$ cat config.mk
export PLATFORM = sky130hd
export DESIGN_NAME = host_bus_decode_and_irq_select
export DESIGN_NICKNAME = d
export VERILOG_FILES = /design/src/hw/host_bus_decode_pkg.sv /design/src/hw/irq_route.sv /design/src/hw/host_bus_decode_and_irq_select.sv
export SDC_FILE = /design/constraint.sdc
export NUM_CORES = 1
export LEC_CHECK = 0
export ABC_CLOCK_PERIOD_IN_PS = 1750
export BUFFER_PORTS_ARGS = -buffer_cell sky130_fd_sc_hd__buf_4
export CAP_MARGIN = 0
export CORE_MARGIN = 5
export CORE_UTILIZATION = 39
export DETAILED_ROUTE_END_ITERATION = 16
export GPL_TIMING_DRIVEN = 0
export PLACE_DENSITY = 0.81
export SLEW_MARGIN = 10
export SYNTH_ARGS = -nofsm -noshare
export SYNTH_HDL_FRONTEND = slang
export SYNTH_SLANG_ARGS = --single-unit
$ cat constraint.sdc
create_clock -name i_clk_sys -period 1.75 [get_ports i_clk_sys]
set_input_delay 0.35 -clock i_clk_sys [delete_from_list [all_inputs] [get_ports i_clk_sys]]
set_output_delay 0.35 -clock i_clk_sys [all_outputs]
set_load 0.05 [all_outputs]
$ cat src/hw/host_bus_decode_pkg.sv
// Behaviour
// - claim exactly sixteen I/O bytes at base
// - factory straps decode I/O at 250h
// - five of six straps pick base 200h-3FFh, open=one
// - 8K memory inside 16K upper window
// - three straps pick C0000-DC000, inserted=one
// - factory memory straps give window CC000
// - interrupt on acquisition done when enabled
// - tristate interrupt, released when not asserting
// - one-hot straps route to 2,5,7,10,11,12,15
// - no strap inserted leaves lines undriven
package host_bus_decode_pkg;
  localparam int IO_ADDR_W      = 10;
  localparam int MEM_ADDR_W     = 20;
  localparam int IO_STRAP_W     = 6;
  localparam int MEM_STRAP_W    = 3;
  localparam int IRQ_STRAP_W    = 7;
  localparam int IO_BLOCK_LSB   = 4;
  localparam int MEM_WIN_LSB    = 14;
  localparam int BUF_ADDR_W     = 13;
  localparam logic [2:0] UMB_TOP_PATTERN = 3'h6;
  localparam logic [0:0] IO_BASE_BIT9    = 1'h1;
  // straps are active-low "inserted" sense: 1 = jumper out
  localparam logic [IO_STRAP_W-1:0]  IO_STRAP_FACTORY  = 6'h25;
  // position 1 out, positions 2 and 3 in: window bits 16..14 read 011
  localparam logic [MEM_STRAP_W-1:0] MEM_STRAP_FACTORY = 3'h4;
  localparam logic [IRQ_STRAP_W-1:0] IRQ_STRAP_FACTORY = 7'h00;
  localparam logic [IO_ADDR_W-1:0]   IO_BASE_FACTORY   = 10'h250;
  localparam logic [MEM_ADDR_W-1:0]  MEM_BASE_FACTORY  = 20'hCC000;
endpackage

$ cat src/hw/irq_route.sv
`timescale 1ns/10ps
module irq_route
  import host_bus_decode_pkg::*;
(
  input  wire logic                   i_clk_sys,
  input  wire logic                   i_sys_rst,
  input  wire logic                   i_req,
  input  wire logic [IRQ_STRAP_W-1:0] i_sel,
  output logic      [IRQ_STRAP_W-1:0] o_irq,
  output logic      [IRQ_STRAP_W-1:0] o_irq_oe_n
);
  logic [IRQ_STRAP_W-1:0] oe_n_r;
  logic [IRQ_STRAP_W-1:0] oe_n_nxt;
  logic                   onehot;

  always_comb begin
    onehot   = (i_sel != '0) && ((i_sel & (i_sel - 1'b1)) == '0);
    oe_n_nxt = '1;
    if (onehot && i_req) begin
      oe_n_nxt = ~i_sel;
    end
  end

  always_ff @(posedge i_clk_sys) begin
    if (i_sys_rst) begin
      oe_n_r <= '1;
    end else begin
      oe_n_r <= oe_n_nxt;
    end
  end

  assign o_irq      = ~oe_n_r;
  assign o_irq_oe_n = oe_n_r;
endmodule

$ cat src/hw/host_bus_decode_and_irq_select.sv
`timescale 1ns/10ps
module host_bus_decode_and_irq_select
  import host_bus_decode_pkg::*;
(
  input  wire logic                   i_clk_sys,
  input  wire logic                   i_sys_rst,
  input  wire logic [IO_ADDR_W-1:0]   i_io_addr,
  input  wire logic                   i_io_cycle,
  input  wire logic [MEM_ADDR_W-1:0]  i_mem_addr,
  input  wire logic                   i_mem_cycle,
  input  wire logic [IO_STRAP_W-1:0]  i_io_base_select_straps,
  input  wire logic [MEM_STRAP_W-1:0] i_mem_window_select_straps,
  input  wire logic [IRQ_STRAP_W-1:0] i_irq_line_select_straps,
  input  wire logic                   i_irq_enable,
  input  wire logic                   i_acq_done,
  input  wire logic                   i_irq_ack,
  output logic                        o_io_sel,
  output logic [IO_BLOCK_LSB-1:0]     o_io_offset,
  output logic                        o_mem_sel,
  output logic [BUF_ADDR_W-1:0]       o_buf_addr,
  output logic                        o_irq_pending,
  output logic [IRQ_STRAP_W-1:0]      o_irq,
  output logic [IRQ_STRAP_W-1:0]      o_irq_oe_n
);
  // io decode group
  logic                    io_sel_r;
  logic                    io_sel_nxt;
  logic [IO_BLOCK_LSB-1:0] io_off_r;
  logic [IO_BLOCK_LSB-1:0] io_off_nxt;
  logic [IO_ADDR_W-1:0]    io_base;
  logic                    io_hit;

  // memory window group
  logic                    mem_sel_r;
  logic                    mem_sel_nxt;
  logic [BUF_ADDR_W-1:0]   buf_addr_r;
  logic [BUF_ADDR_W-1:0]   buf_addr_nxt;
  logic [MEM_ADDR_W-1:0]   mem_base;
  logic                    mem_hit;

  // interrupt group
  logic                    pend_r;
  logic                    pend_nxt;
  logic                    pend_set;
  logic                    pend_clr;

  // straps: position 1 is always open; positions 2..6 map to bits 8..4, open = 1
  function automatic logic [IO_ADDR_W-1:0] io_base_of(
    input logic [IO_STRAP_W-1:0] s
  );
    return {IO_BASE_BIT9, s[IO_STRAP_W-2:0], {IO_BLOCK_LSB{1'b0}}};
  endfunction

  // inserted strap = 1, position 1 heaviest; straps arrive as 1 = jumper out
  function automatic logic [MEM_ADDR_W-1:0] mem_base_of(
    input logic [MEM_STRAP_W-1:0] s
  );
    return {UMB_TOP_PATTERN, ~s, {MEM_WIN_LSB{1'b0}}};
  endfunction

  // block match ignores the offset bits below the block size
  function automatic logic io_match(
    input logic [IO_ADDR_W-1:0] a,
    input logic [IO_ADDR_W-1:0] b
  );
    logic [IO_ADDR_W-IO_BLOCK_LSB-1:0] a_blk;
    logic [IO_ADDR_W-IO_BLOCK_LSB-1:0] b_blk;
    a_blk = a[IO_ADDR_W-1:IO_BLOCK_LSB];
    b_blk = b[IO_ADDR_W-1:IO_BLOCK_LSB];
    return a_blk == b_blk;
  endfunction

  // window match ignores the offset bits below the window size
  function automatic logic mem_match(
    input logic [MEM_ADDR_W-1:0] a,
    input logic [MEM_ADDR_W-1:0] b
  );
    logic [MEM_ADDR_W-MEM_WIN_LSB-1:0] a_win;
    logic [MEM_ADDR_W-MEM_WIN_LSB-1:0] b_win;
    a_win = a[MEM_ADDR_W-1:MEM_WIN_LSB];
    b_win = b[MEM_ADDR_W-1:MEM_WIN_LSB];
    return a_win == b_win;
  endfunction

  // byte offset inside the claimed io block
  function automatic logic [IO_BLOCK_LSB-1:0] io_offset_of(
    input logic [IO_ADDR_W-1:0] a
  );
    return a[IO_BLOCK_LSB-1:0];
  endfunction

  // 8K buffer aliases twice across the 16K window
  function automatic logic [BUF_ADDR_W-1:0] buf_offset_of(
    input logic [MEM_ADDR_W-1:0] a
  );
    return a[BUF_ADDR_W-1:0];
  endfunction

  // io decode: straps are read again on every bus cycle, nothing is latched,
  // so a strap change takes effect on the next cycle without a reset
  always_comb begin
    io_base    = io_base_of(i_io_base_select_straps);
    io_hit     = i_io_cycle && io_match(i_io_addr, io_base);
    io_sel_nxt = io_hit;
    io_off_nxt = io_off_r;
    if (io_hit) begin
      io_off_nxt = io_offset_of(i_io_addr);
    end
  end

  always_ff @(posedge i_clk_sys) begin
    if (i_sys_rst) begin
      io_sel_r <= 1'b0;
      io_off_r <= '0;
    end else begin
      io_sel_r <= io_sel_nxt;
      io_off_r <= io_off_nxt;
    end
  end

  // memory window decode: top three bits are the fixed upper-memory pattern
  always_comb begin
    mem_base     = mem_base_of(i_mem_window_select_straps);
    mem_hit      = i_mem_cycle && mem_match(i_mem_addr, mem_base);
    mem_sel_nxt  = mem_hit;
    buf_addr_nxt = buf_addr_r;
    if (mem_hit) begin
      buf_addr_nxt = buf_offset_of(i_mem_addr);
    end
  end

  always_ff @(posedge i_clk_sys) begin
    if (i_sys_rst) begin
      mem_sel_r  <= 1'b0;
      buf_addr_r <= '0;
    end else begin
      mem_sel_r  <= mem_sel_nxt;
      buf_addr_r <= buf_addr_nxt;
    end
  end

  // interrupt pending: a completion sets it, acknowledge clears it;
  // a completion in the same cycle as an acknowledge is kept, so no
  // end of acquisition is lost; dropping the enable clears it at once
  always_comb begin
    pend_set = i_acq_done && i_irq_enable;
    pend_clr = i_irq_ack || !i_irq_enable;
    pend_nxt = pend_r;
    if (pend_clr) begin
      pend_nxt = 1'b0;
    end
    if (pend_set) begin
      pend_nxt = 1'b1;
    end
  end

  always_ff @(posedge i_clk_sys) begin
    if (i_sys_rst) begin
      pend_r <= 1'b0;
    end else begin
      pend_r <= pend_nxt;
    end
  end

  // line routing and release live in their own block; a bad strap
  // pattern there leaves every line undriven
  irq_route u_irq_route (
    .i_clk_sys  (i_clk_sys),
    .i_sys_rst  (i_sys_rst),
    .i_req      (pend_r),
    .i_sel      (i_irq_line_select_straps),
    .o_irq      (o_irq),
    .o_irq_oe_n (o_irq_oe_n)
  );

  // every data output comes straight from a flip-flop
  assign o_io_sel      = io_sel_r;
  assign o_io_offset   = io_off_r;
  assign o_mem_sel     = mem_sel_r;
  assign o_buf_addr    = buf_addr_r;
  assign o_irq_pending = pend_r;

  // notes for users of this block:
  // the io strobe and offset follow the bus cycle by one clock;
  // the window strobe and buffer address follow it by one clock;
  // the buffer offset repeats in both halves of the window;
  // the offsets hold their last claimed value between hits;
  // the interrupt line follows the pending flag by one clock;
  // position 1 of the io straps has no effect on the decode;
  // io bit 9 is always one, so the block sits in 200h..3FFh;
  // the window always sits between C0000 and DFFFF;
  // straps may change at any time, the decode follows them;
  // the pending flag is only cleared by acknowledge, disable or reset;
  // the bus cycle flags qualify every decode, stray addresses are ignored;
  // nothing here drives data onto the host bus itself;
  // the register contents behind these strobes live elsewhere.
endmodule

==> results.py, run 1 <==
metrics = {
    "status": {
        "status": "finished, final reports clean",
    },
    "critical_path": {
        "cp.required_ns": 2.00,
        "start_kind": "primary input",
        "rrSetupSlack_ns": 0.80,
        "cp_top_family": "simple AND/OR/NAND/NOR gates",
        "r2r_end": "u_irq_route.o_irq_oe_n[0]",
        "slowest_delay_ns": 0.65,
        "r2r-start": "o_irq_pending",
        "reg2reg_depth": 3,
        "cp_slowest_cell": "nor3_1",
        "crit_type": "in -> reg",
        "crit_chain": "buf_4 -> xnor2_1 -> nand4_1 -> nor3_1 -> mux2i_1",
        "path_max_fanout": 4,
        "path_buf_inv": 1,
        "cp-end-kind": "flop",
        "crit_arrival_ns": 1.67,
    },
    "sta": {
        "min_period_over_period": 0.814,
        "fin_ws_ns": 0.326,
        "fmax_ghz": 0.702,
        "drv_slew": 0,
        "max-slew-margin-rel": 0.495,
        "layout_min_cycle_time_ns": 1.42,
        "holdWs_ns": 0.230,
        "hold_viol": 0,
        "rsz0062_at_grt": "no",
        "tightest_slew_ns": 0.752,
        "setup-violations-final": 0,
        "skew_ns": 0.00341,
    },
    "die": {
        "die_h_um": 64.1,
        "die_w_um": 64.1,
        "start_util": 0.410,
        "ios": 87,
        "core_um2": 2780,
        "rows": 19,
        "die_area_um2": 4110,
    },
    "layout": {
        "final_common_cell": "buf_4",
        "num-fill-cells": 227,
        "layout-drive-gt1-share": 0.443,
        "layout_common_cells": "buf_4, dfxtp_1, nor2_1, mux2i_1, nand2b_1",
        "final_cells": 234,
        "fin_util": 0.660,
        "diodes": 0,
        "layout.nets": 257,
        "area_growth_pct": 61.0,
    },
    "drt": {
        "via_count": 1124,
        "via_per_inst": 4.80,
        "ant_nets": 0,
        "drt_iter0_markers": 23,
        "routed_wl_mm": 3.21,
        "drt-pass1-iter-count": 4,
        "drc": 0,
        "routedWlPerCell_um": 13.7,
    },
    "clocking": {
        "postCtsResizedCells": 0,
        "ctsHoldBuffers": 0,
        "cts_made_buffers": 3,
        "insertion_delay_ns": 0.31,
        "cts_sinks": 27,
        "htreeDepth": 1,
        "cts_max_path_buffers": 2,
        "cts.clk_slew.worst_paths_ns": 0.14,
        "cts_root_buf": "clkbuf_4",
        "tritoncts": "done",
        "postCtsSetupBuffers": 0,
    },
    "pwr": {
        "clockPowerShare": 0.243,
        "p_switching_uw": 242,
        "p_int_uw": 812,
        "seq_power_share": 0.589,
        "leakagePower_uw": 0.000869,
        "power_density_nw_per_um2": 574,
        "p_comb_frac": 0.168,
        "p_sw_frac": 0.230,
        "irDropWorstVdd_uv": 435,
    },
    "logic_synthesis": {
        "netlist_area_um2": 1140,
        "ys_seq_area_frac": 0.474,
        "syn_inst": 115,
        "avgSynthCellArea_um2": 9.92,
        "synth-edff-count": 0,
        "ys_seq_elements": 27,
        "syn-num-nets": 168,
        "synth_ff_type": "dfxtp_1",
        "ys_warn_count": 0,
        "synth.distinct_cells": 23,
        "async_reset_ff_frac": 0,
    },
    "global_route": {
        "grt_pass1_vias": 1171,
        "grt_antenna_before_repair": 0,
        "grt-ovfl-total": 0,
        "grt_pass1_wl_mm": 5.04,
        "grt_max_degree": 15,
        "globalRouteTotalUtil": 0.152,
    },
    "placement": {
        "post-place-cells": 230,
        "io_buffers": 84,
        "hpwl_mm": 2.73,
        "place_ws_ns": -0.0398,
        "place_congestion": 0.774,
    },
    "worst_hold_path": {
        "hold_path_class": "in -> reg",
        "min_path_cells": 2,
        "hold_start": "i_irq_line_select_straps[2]",
        "whs_endpoint": "u_irq_route.o_irq_oe_n[2]",
    },
    "job": {
        "maxCapViolCount": 0,
    },
}
==> cells by family (layout without fill, tap and decap cells) <==
| kind of cell | Yosys count | after routing | synth area share |
|---|---|---|---|
| AOI/OAI and AO/OA | 2 | 2 | 0.00876 |
| xor gates and xnor gates | 8 | 8 | 0.0614 |
| buffers and inverters | 11 | 99 | 0.0428 |
| DFF | 27 | 27 | 0.474 |
| muxes | 17 | 17 | 0.149 |
| and+or+nand+nor | 50 | 50 | 0.264 |
==> flip-flops by register name, indices dropped and copies added, names as in the netlist <==
| name | cells |
|---|---|
| o_buf_addr | 13 |
| o_io_offset | 4 |
| o_mem_sel | 1 |
| o_irq_pending | 1 |
| o_io_sel | 1 |
| u_irq_route.o_irq_oe_n | 7 |
==> Yosys cell counts (all sizes together), types with 2 or more instances <==
library cell / count / share of area
mux2i: 17 / 0.15
xnor2: 7 / 0.054
dfxtp: 27 / 0.47
nand4b: 3 / 0.036
nor3b: 3 / 0.020
nand2b: 9 / 0.049
nor2: 19 / 0.063
nor4: 3 / 0.030
clkbuf: 2 / 0.0066
nand4: 4 / 0.022
inv: 8 / 0.026
nand3: 4 / 0.018
==> worst max-delay path by stage <==
| stage | start | end | slack (ns) | cells after the start |
|---|---|---|---|---|
| floorplan | i_mem_addr[17] | o_buf_addr[10] | 0.24 | 5 |
| global placement | i_mem_window_select_straps[1] | o_buf_addr[5] | 0.02 | 6 |
| detailed placement | i_mem_addr[17] | o_buf_addr[4] | -0.04 | 6 |
| CTS | i_io_base_select_straps[1] | o_io_offset[0] | 0.31 | 5 |
| global route | i_io_base_select_straps[2] | o_io_offset[3] | 0.26 | 5 |
| finish | i_io_base_select_straps[1] | o_io_offset[0] | 0.33 | 5 |
==> layout make-up <==
class,instances,area (um2),area share
Inverter,8,30.0,0.0163
Sequential cell,27,541,0.294
Multi-Input combinational cell,77,552,0.300
Timing Repair Buffer,84,631,0.343
Buffer,3,18.8,0.0102
Clock buffer,4,26.3,0.0143
Tap cell,31,38.8,0.0211
==> power groups by stage <==
| stage | logic (uW) | clock network (uW) | registers [uW] |
|---|---|---|---|
| finish | 177 | 256 | 620 |
| global route | 191 | 313 | 621 |
| CTS | 179 | 273 | 620 |
| detailed placement | 178 | 0 | 634 |
| global placement | 172 | 0 | 634 |
| floorplan | 52.0 | 0 | 646 |
==> layer usage <==
metal,part of all wire,global-route usage
met1,0.36,0.153
met3,0.089,0.0333
met2,0.54,0.291
met5,0,0
met4,0.020,0.0662
==> metrics by stage <==
stage / total power [uW] / setup TNS, ns / instance area [um2]
CTS: 1070 / 0 / 1840
global route: 1130 / 0 / 1840
detailed placement: 812 / -0.263 / 1810
finish: 1050 / 0 / 1840
floorplan: 698 / 0 / 1140
global placement: 805 / 0 / 1810
Note: power is estimated with default switching activity, not from simulation.
==> run 2, diff against run 1 <==
Settings changed: ABC_AREA set to 1, ABC_CLOCK_PERIOD_IN_PS 1750 to 1400, CORE_UTILIZATION 39 to 42.
Clock period 1.75 ns to 1.4 ns, I/O delays scaled along.
==> run 2 against run 1 <==
Effect of this change: critical path depth down 4; via count rose by 28%; combinational power up 62%; synthesized cell count is 70% higher; wire length increased by 5.9%; worst hold slack worse by 0.12 ns; cell count up 40%; die area grew 9.7%; sequential power is 26% higher; worst setup slack lost 0.14 ns; total power increased by 35%; synthesized area rose by 20%; largest cell class unchanged.
==> results.py, run 2 <==
metrics = {
    "status": {
        "status": "finished, final reports clean",
    },
    "logic_synthesis": {
        "synth.distinct_cells": 22,
        "ys_warn_count": 0,
        "async_reset_ff_frac": 0,
        "synthTopCellsByArea": "dfxtp_1, nand2_1, nor2_2",
        "netlist_area_um2": 1370,
        "ys_seq_area_frac": 0.395,
        "synth-edff-count": 0,
        "ys_seq_elements": 27,
        "synth_commonest_cells": "nand2_1, inv_1, dfxtp_1",
        "synth_top_area_cell": "dfxtp_1",
        "synth_ff_type": "dfxtp_1",
        "syn-num-nets": 248,
        "avgSynthCellArea_um2": 7.03,
        "yosysMostFrequentCell": "nand2_1",
        "syn_inst": 195,
        "synth_top_cell_area_share": 0.395,
    },
    "die": {
        "die_w_um": 67.1,
        "rows": 20,
        "ios": 87,
        "core_um2": 3100,
        "die_area_um2": 4500,
        "die_h_um": 67.1,
        "start_util": 0.442,
    },
    "layout": {
        "area_growth_pct": 52.1,
        "register_area_um2": 541,
        "num-fill-cells": 315,
        "layout_common_cells": "buf_4, nand2_1, inv_1, dfxtp_1, nor2_2",
        "layout.nets": 337,
        "largest_reg_flops": 13,
        "diodes": 0,
        "multi_input_area_um2": 647,
        "final_common_cell": "buf_4",
        "layout-drive-gt1-share": 0.435,
        "design_area_um2": 2080,
    },
    "worst_hold_path": {
        "hold_path_class": "in -> reg",
        "whs_endpoint": "o_io_sel",
        "hold_start": "i_sys_rst",
        "min_path_cells": 2,
    },
    "global_route": {
        "grt-ovfl-total": 0,
        "grt_antenna_before_repair": 0,
        "globalRouteTotalUtil": 0.152,
        "grt_max_degree": 16,
        "grt_pass1_wl_mm": 5.24,
        "grt_pass1_vias": 1282,
    },
    "sta": {
        "rsz0062_at_grt": "no",
        "max-slew-margin-rel": 0.694,
        "finalSetupTns_ns": 0,
        "setup-violations-final": 0,
        "fmax_ghz": 0.822,
        "tightest_slew_ns": 0.459,
        "layout_min_cycle_time_ns": 1.22,
        "drv_slew": 0,
        "hold_viol": 0,
        "min_period_over_period": 0.869,
        "skew_ns": 0.00159,
    },
    "clocking": {
        "insertion_delay_ns": 0.33,
        "cts_sinks": 27,
        "postCtsSetupBuffers": 0,
        "cts_made_buffers": 3,
        "cts_root_buf": "clkbuf_4",
        "postCtsResizedCells": 0,
        "tritoncts": "done",
        "cts.clk_slew.worst_paths_ns": 0.15,
        "cts_max_path_buffers": 2,
        "htreeDepth": 1,
        "ctsHoldBuffers": 0,
    },
    "pwr": {
        "leakagePower_uw": 0.00114,
        "power_density_nw_per_um2": 681,
        "power_uw": 1420,
        "irDropWorstVdd_uv": 318,
    },
    "critical_path": {
        "slowest_delay_ns": 0.39,
        "r2r_end": "u_irq_route.o_irq_oe_n[3]",
        "cp.required_ns": 1.12,
        "path_max_fanout": 2,
        "path_buf_inv": 1,
        "crit_chain": "buf_4",
        "reg2reg_depth": 3,
        "cp_top_family": "flip-flops",
        "r2r-start": "o_irq_pending",
        "cp-end-kind": "output pin",
        "crit_type": "reg -> out",
        "cp_slowest_cell": "dfxtp_1",
        "crit_arrival_ns": 0.94,
        "rrSetupSlack_ns": 0.28,
        "start_kind": "flop",
    },
    "placement": {
        "place_congestion": 0.781,
        "placed_area_um2": 2060,
        "hpwl_mm": 2.80,
        "io_buffers": 84,
    },
    "drt": {
        "drt-pass1-iter-count": 4,
        "routed_wl_mm": 3.40,
        "drc": 0,
        "ant_nets": 0,
        "routedWlPerCell_um": 10.4,
        "via_per_inst": 4.39,
        "drt_iter0_markers": 66,
        "via_count": 1436,
    },
    "job": {
        "maxCapViolCount": 0,
    },
}
[run 2: cell types whose count changed in the layout (fill, tap and decap cells not counted), sizes merged, moves of 9 or more]
| cell | change |
|---|---|
| inv | +31 |
| mux2i | -17 |
| nand2 | +43 |
| nand2b | -9 |
| nand3b | +13 |
| nor2 | +28 |
[run 2: power breakdown]
part	leakage, uW	switching, uW	internal (uW)
clock network	0.0000177	243	107
logic	0.000900	141	145
registers	0.000218	4.50	776
[run 2: how the worst max path moves through the flow]
stage                                            to  cells past startpoint      startpoint  slack, ns
after global routing                  o_irq_pending                      1   o_irq_pending       0.12
after floorplan           u_irq_route.o_irq_oe_n[0]                      3   o_irq_pending       0.04
after detailed placement  u_irq_route.o_irq_oe_n[3]                      5       i_sys_rst       0.05
after CTS                            o_buf_addr[12]                      1  o_buf_addr[12]       0.16
final                                o_buf_addr[12]                      1  o_buf_addr[12]       0.18
after global placement    u_irq_route.o_irq_oe_n[2]                      5       i_sys_rst       0.09
[run 2: area by class of cell]
| cell class | count | share of cell area |
|---|---|---|
| buffer | 4 | 0.0162 |
| clock buffer | 3 | 0.0108 |
| clock inverter | 1 | 0.00240 |
| inverter | 39 | 0.0715 |
| multi-input combinational | 125 | 0.311 |
| sequential | 27 | 0.259 |
| tap | 44 | 0.0264 |
| timing repair buffer | 84 | 0.303 |
[run 2: cell families (layout without fill, tap and decap cells)]
group                     count (synthesis)  in the layout  share of synthesized area
xor gates and xnor gates                  1              1                    0.00639
and+or+nand+nor                         119            119                      0.442
buffers and inverters                    43            131                      0.133
DFF                                      27             27                      0.395
AOI/OAI and AO/OA                         5              5                     0.0237
[run 2: per-layer routing]
metal / vias up / part of all wire / GRT usage
met5: - / 0 / 0
met4: 0 / 0.016 / 0.0684
met3: 4 / 0.099 / 0.0388
met2: 50 / 0.50 / 0.287
met1: 625 / 0.39 / 0.155
li1: 757 / - / -
[run 2: stage by stage]
step                cells   util  setup slack, ns  hold WS, ns
floorplan             195      -           0.0393        0.352
global placement      323  0.663           0.0890        0.463
detailed placement    323  0.663           0.0534        0.472
CTS                   327  0.671            0.161        0.104
global route          327  0.671            0.124       0.0805
finish                327  0.671            0.183        0.114
==> run 3, diff against run 2 <==
--- a/constraint.sdc
+++ b/constraint.sdc
@@ -3,2 +3,2 @@
 set_output_delay 0.28 -clock i_clk_sys [all_outputs]
-set_load 0.05 [all_outputs]
+set_load 0.1 [all_outputs]
==> run 3 against run 2 <==
Effect of this change: die area stayed put; critical path depth is 1 higher; flip-flop and latch count stayed put; register-to-register slack better by 0.05 ns; worst setup slack worse by 0.096 ns; global-route usage is 0.17 points higher; clock skew is 0.00053 ns higher; via count is 1.0% higher; worst hold slack better by 0.010 ns; clock power is 6.6% lower; maximum frequency is 7.3% lower; non-clock buffer count stayed put; critical path type unchanged.
==> results.py, run 3 (synthesis results as in run 2) <==
metrics = {
    "status": {
        "status": "finished, final reports clean",
    },
    "global_route": {
        "use_met2": 0.293,
        "grt_max_degree": 15,
        "grt_antenna_before_repair": 0,
        "grt-busiest-layer": "met2",
        "grt_pass1_wl_mm": 5.37,
        "grt_pass1_vias": 1331,
        "globalRouteTotalUtil": 0.154,
        "grt-ovfl-total": 0,
        "met1_usage": 0.163,
        "grt_use_met3": 0.0371,
    },
    "pwr": {
        "irDropWorstVdd_uv": 300,
        "power_uw": 1410,
        "seq_power_share": 0.545,
        "p_int_uw": 1020,
        "clockPowerShare": 0.232,
        "p_switching_uw": 391,
        "power_density_nw_per_um2": 662,
        "p_sw_frac": 0.277,
        "leakagePower_uw": 0.00106,
        "p_comb_frac": 0.223,
    },
    "drt": {
        "drt-pass1-iter-count": 4,
        "routedWlPerCell_um": 10.5,
        "ant_nets": 0,
        "via_per_inst": 4.44,
        "drc": 0,
        "via_count": 1451,
        "routed_wl_mm": 3.45,
        "drt_iter0_markers": 53,
    },
    "critical_path": {
        "path_max_fanout": 2,
        "slowest_delay_ns": 0.38,
        "cp_top_family": "flip-flops",
        "crit_type": "reg -> out",
        "cp_slowest_cell": "dfxtp_4",
        "crit_arrival_ns": 1.03,
        "crit_chain": "clkinvlp_4 -> buf_4",
        "cp.required_ns": 1.12,
        "cp-end-kind": "output pin",
        "path_buf_inv": 2,
        "start_kind": "flop",
    },
    "die": {
        "die_h_um": 67.1,
        "rows": 20,
        "core_um2": 3100,
        "start_util": 0.442,
        "ios": 87,
        "die_area_um2": 4500,
        "die_w_um": 67.1,
    },
    "clocking": {
        "cts_max_path_buffers": 2,
        "tritoncts": "done",
        "htreeDepth": 1,
        "cts.clk_slew.worst_paths_ns": 0.14,
        "postCtsResizedCells": 0,
        "cts_sinks": 27,
        "insertion_delay_ns": 0.32,
        "postCtsSetupBuffers": 0,
        "cts_root_buf": "clkbuf_4",
        "ctsHoldBuffers": 0,
        "cts_made_buffers": 3,
    },
    "layout": {
        "layout.nets": 337,
        "largest_reg_flops": 13,
        "multi_input_area_um2": 647,
        "diodes": 0,
        "register_area_um2": 566,
        "layout_common_cells": "buf_4, nand2_1, inv_1, nor2_2, nor2_1",
        "fin_util": 0.688,
        "num-fill-cells": 294,
        "layout-drive-gt1-share": 0.484,
        "final_common_cell": "buf_4",
        "area_growth_pct": 55.7,
    },
    "placement": {
        "io_buffers": 84,
        "place_ws_ns": 0.0627,
        "place_congestion": 0.772,
        "hpwl_mm": 2.89,
    },
    "sta": {
        "drv_slew": 0,
        "hold_viol": 0,
        "setup-violations-final": 0,
        "min_period_over_period": 0.937,
        "layout_min_cycle_time_ns": 1.31,
        "tightest_slew_ns": 0.443,
        "fmax_ghz": 0.762,
        "max-slew-margin-rel": 0.705,
        "skew_ns": 0.00212,
        "holdWs_ns": 0.125,
        "fin_ws_ns": 0.0877,
        "rsz0062_at_grt": "no",
    },
    "job": {
        "maxCapViolCount": 0,
    },
    "worst_hold_path": {
        "hold_path_class": "in -> reg",
    },
}
[run 3: power groups by stage]
stage	Clock [uW]	Sequential, uW	Combinational (uW)
after floorplan	0	839	118
after CTS	333	769	318
after detailed placement	0	786	317
after global placement	0	786	311
final	328	769	315
after global routing	380	771	345
[run 3: path summary, 6_finish.rpt]
check | from | endpoint | slack [ns] | cells past startpoint
min reg2reg | o_buf_addr[0] | o_buf_addr[0] | 0.50 | 2
max | u_irq_route.o_irq_oe_n[6] | o_irq[6] | 0.09 | 2
min | i_sys_rst | o_mem_sel | 0.12 | 2
max reg2reg | o_irq_pending | u_irq_route.o_irq_oe_n[2] | 0.33 | 3
[run 3: cell type report]
class,count,share of cell area
plain buffers,4,0.0158
multi-input cells,125,0.303
flip-flops and latches,27,0.265
inverters,39,0.0821
repair buffers,84,0.296
clock buffers,4,0.0123
well taps,44,0.0258
[run 3: per-layer routing]
metal / vias to the layer above / part of all wire
met3: 4 / 0.093
li1: 761 / -
met5: - / 0
met2: 49 / 0.52
met1: 637 / 0.38
met4: 0 / 0.013
[run 3: stage by stage]
step | setup TNS, ns | instances | instance area (um2)
detailed placement | 0 | 323 | 2110
floorplan | -0.142 | 195 | 1420
finish | 0 | 327 | 2130
global placement | 0 | 323 | 2110
CTS | 0 | 327 | 2130
global route | 0 | 327 | 2130
[run 3: worst register-to-register path, cell delays in order (launching register included)]
cell and delay [ns]:
dfxtp_2 0.36, nand3_1 0.08, nor3_2 0.39, nand3_1 0.13
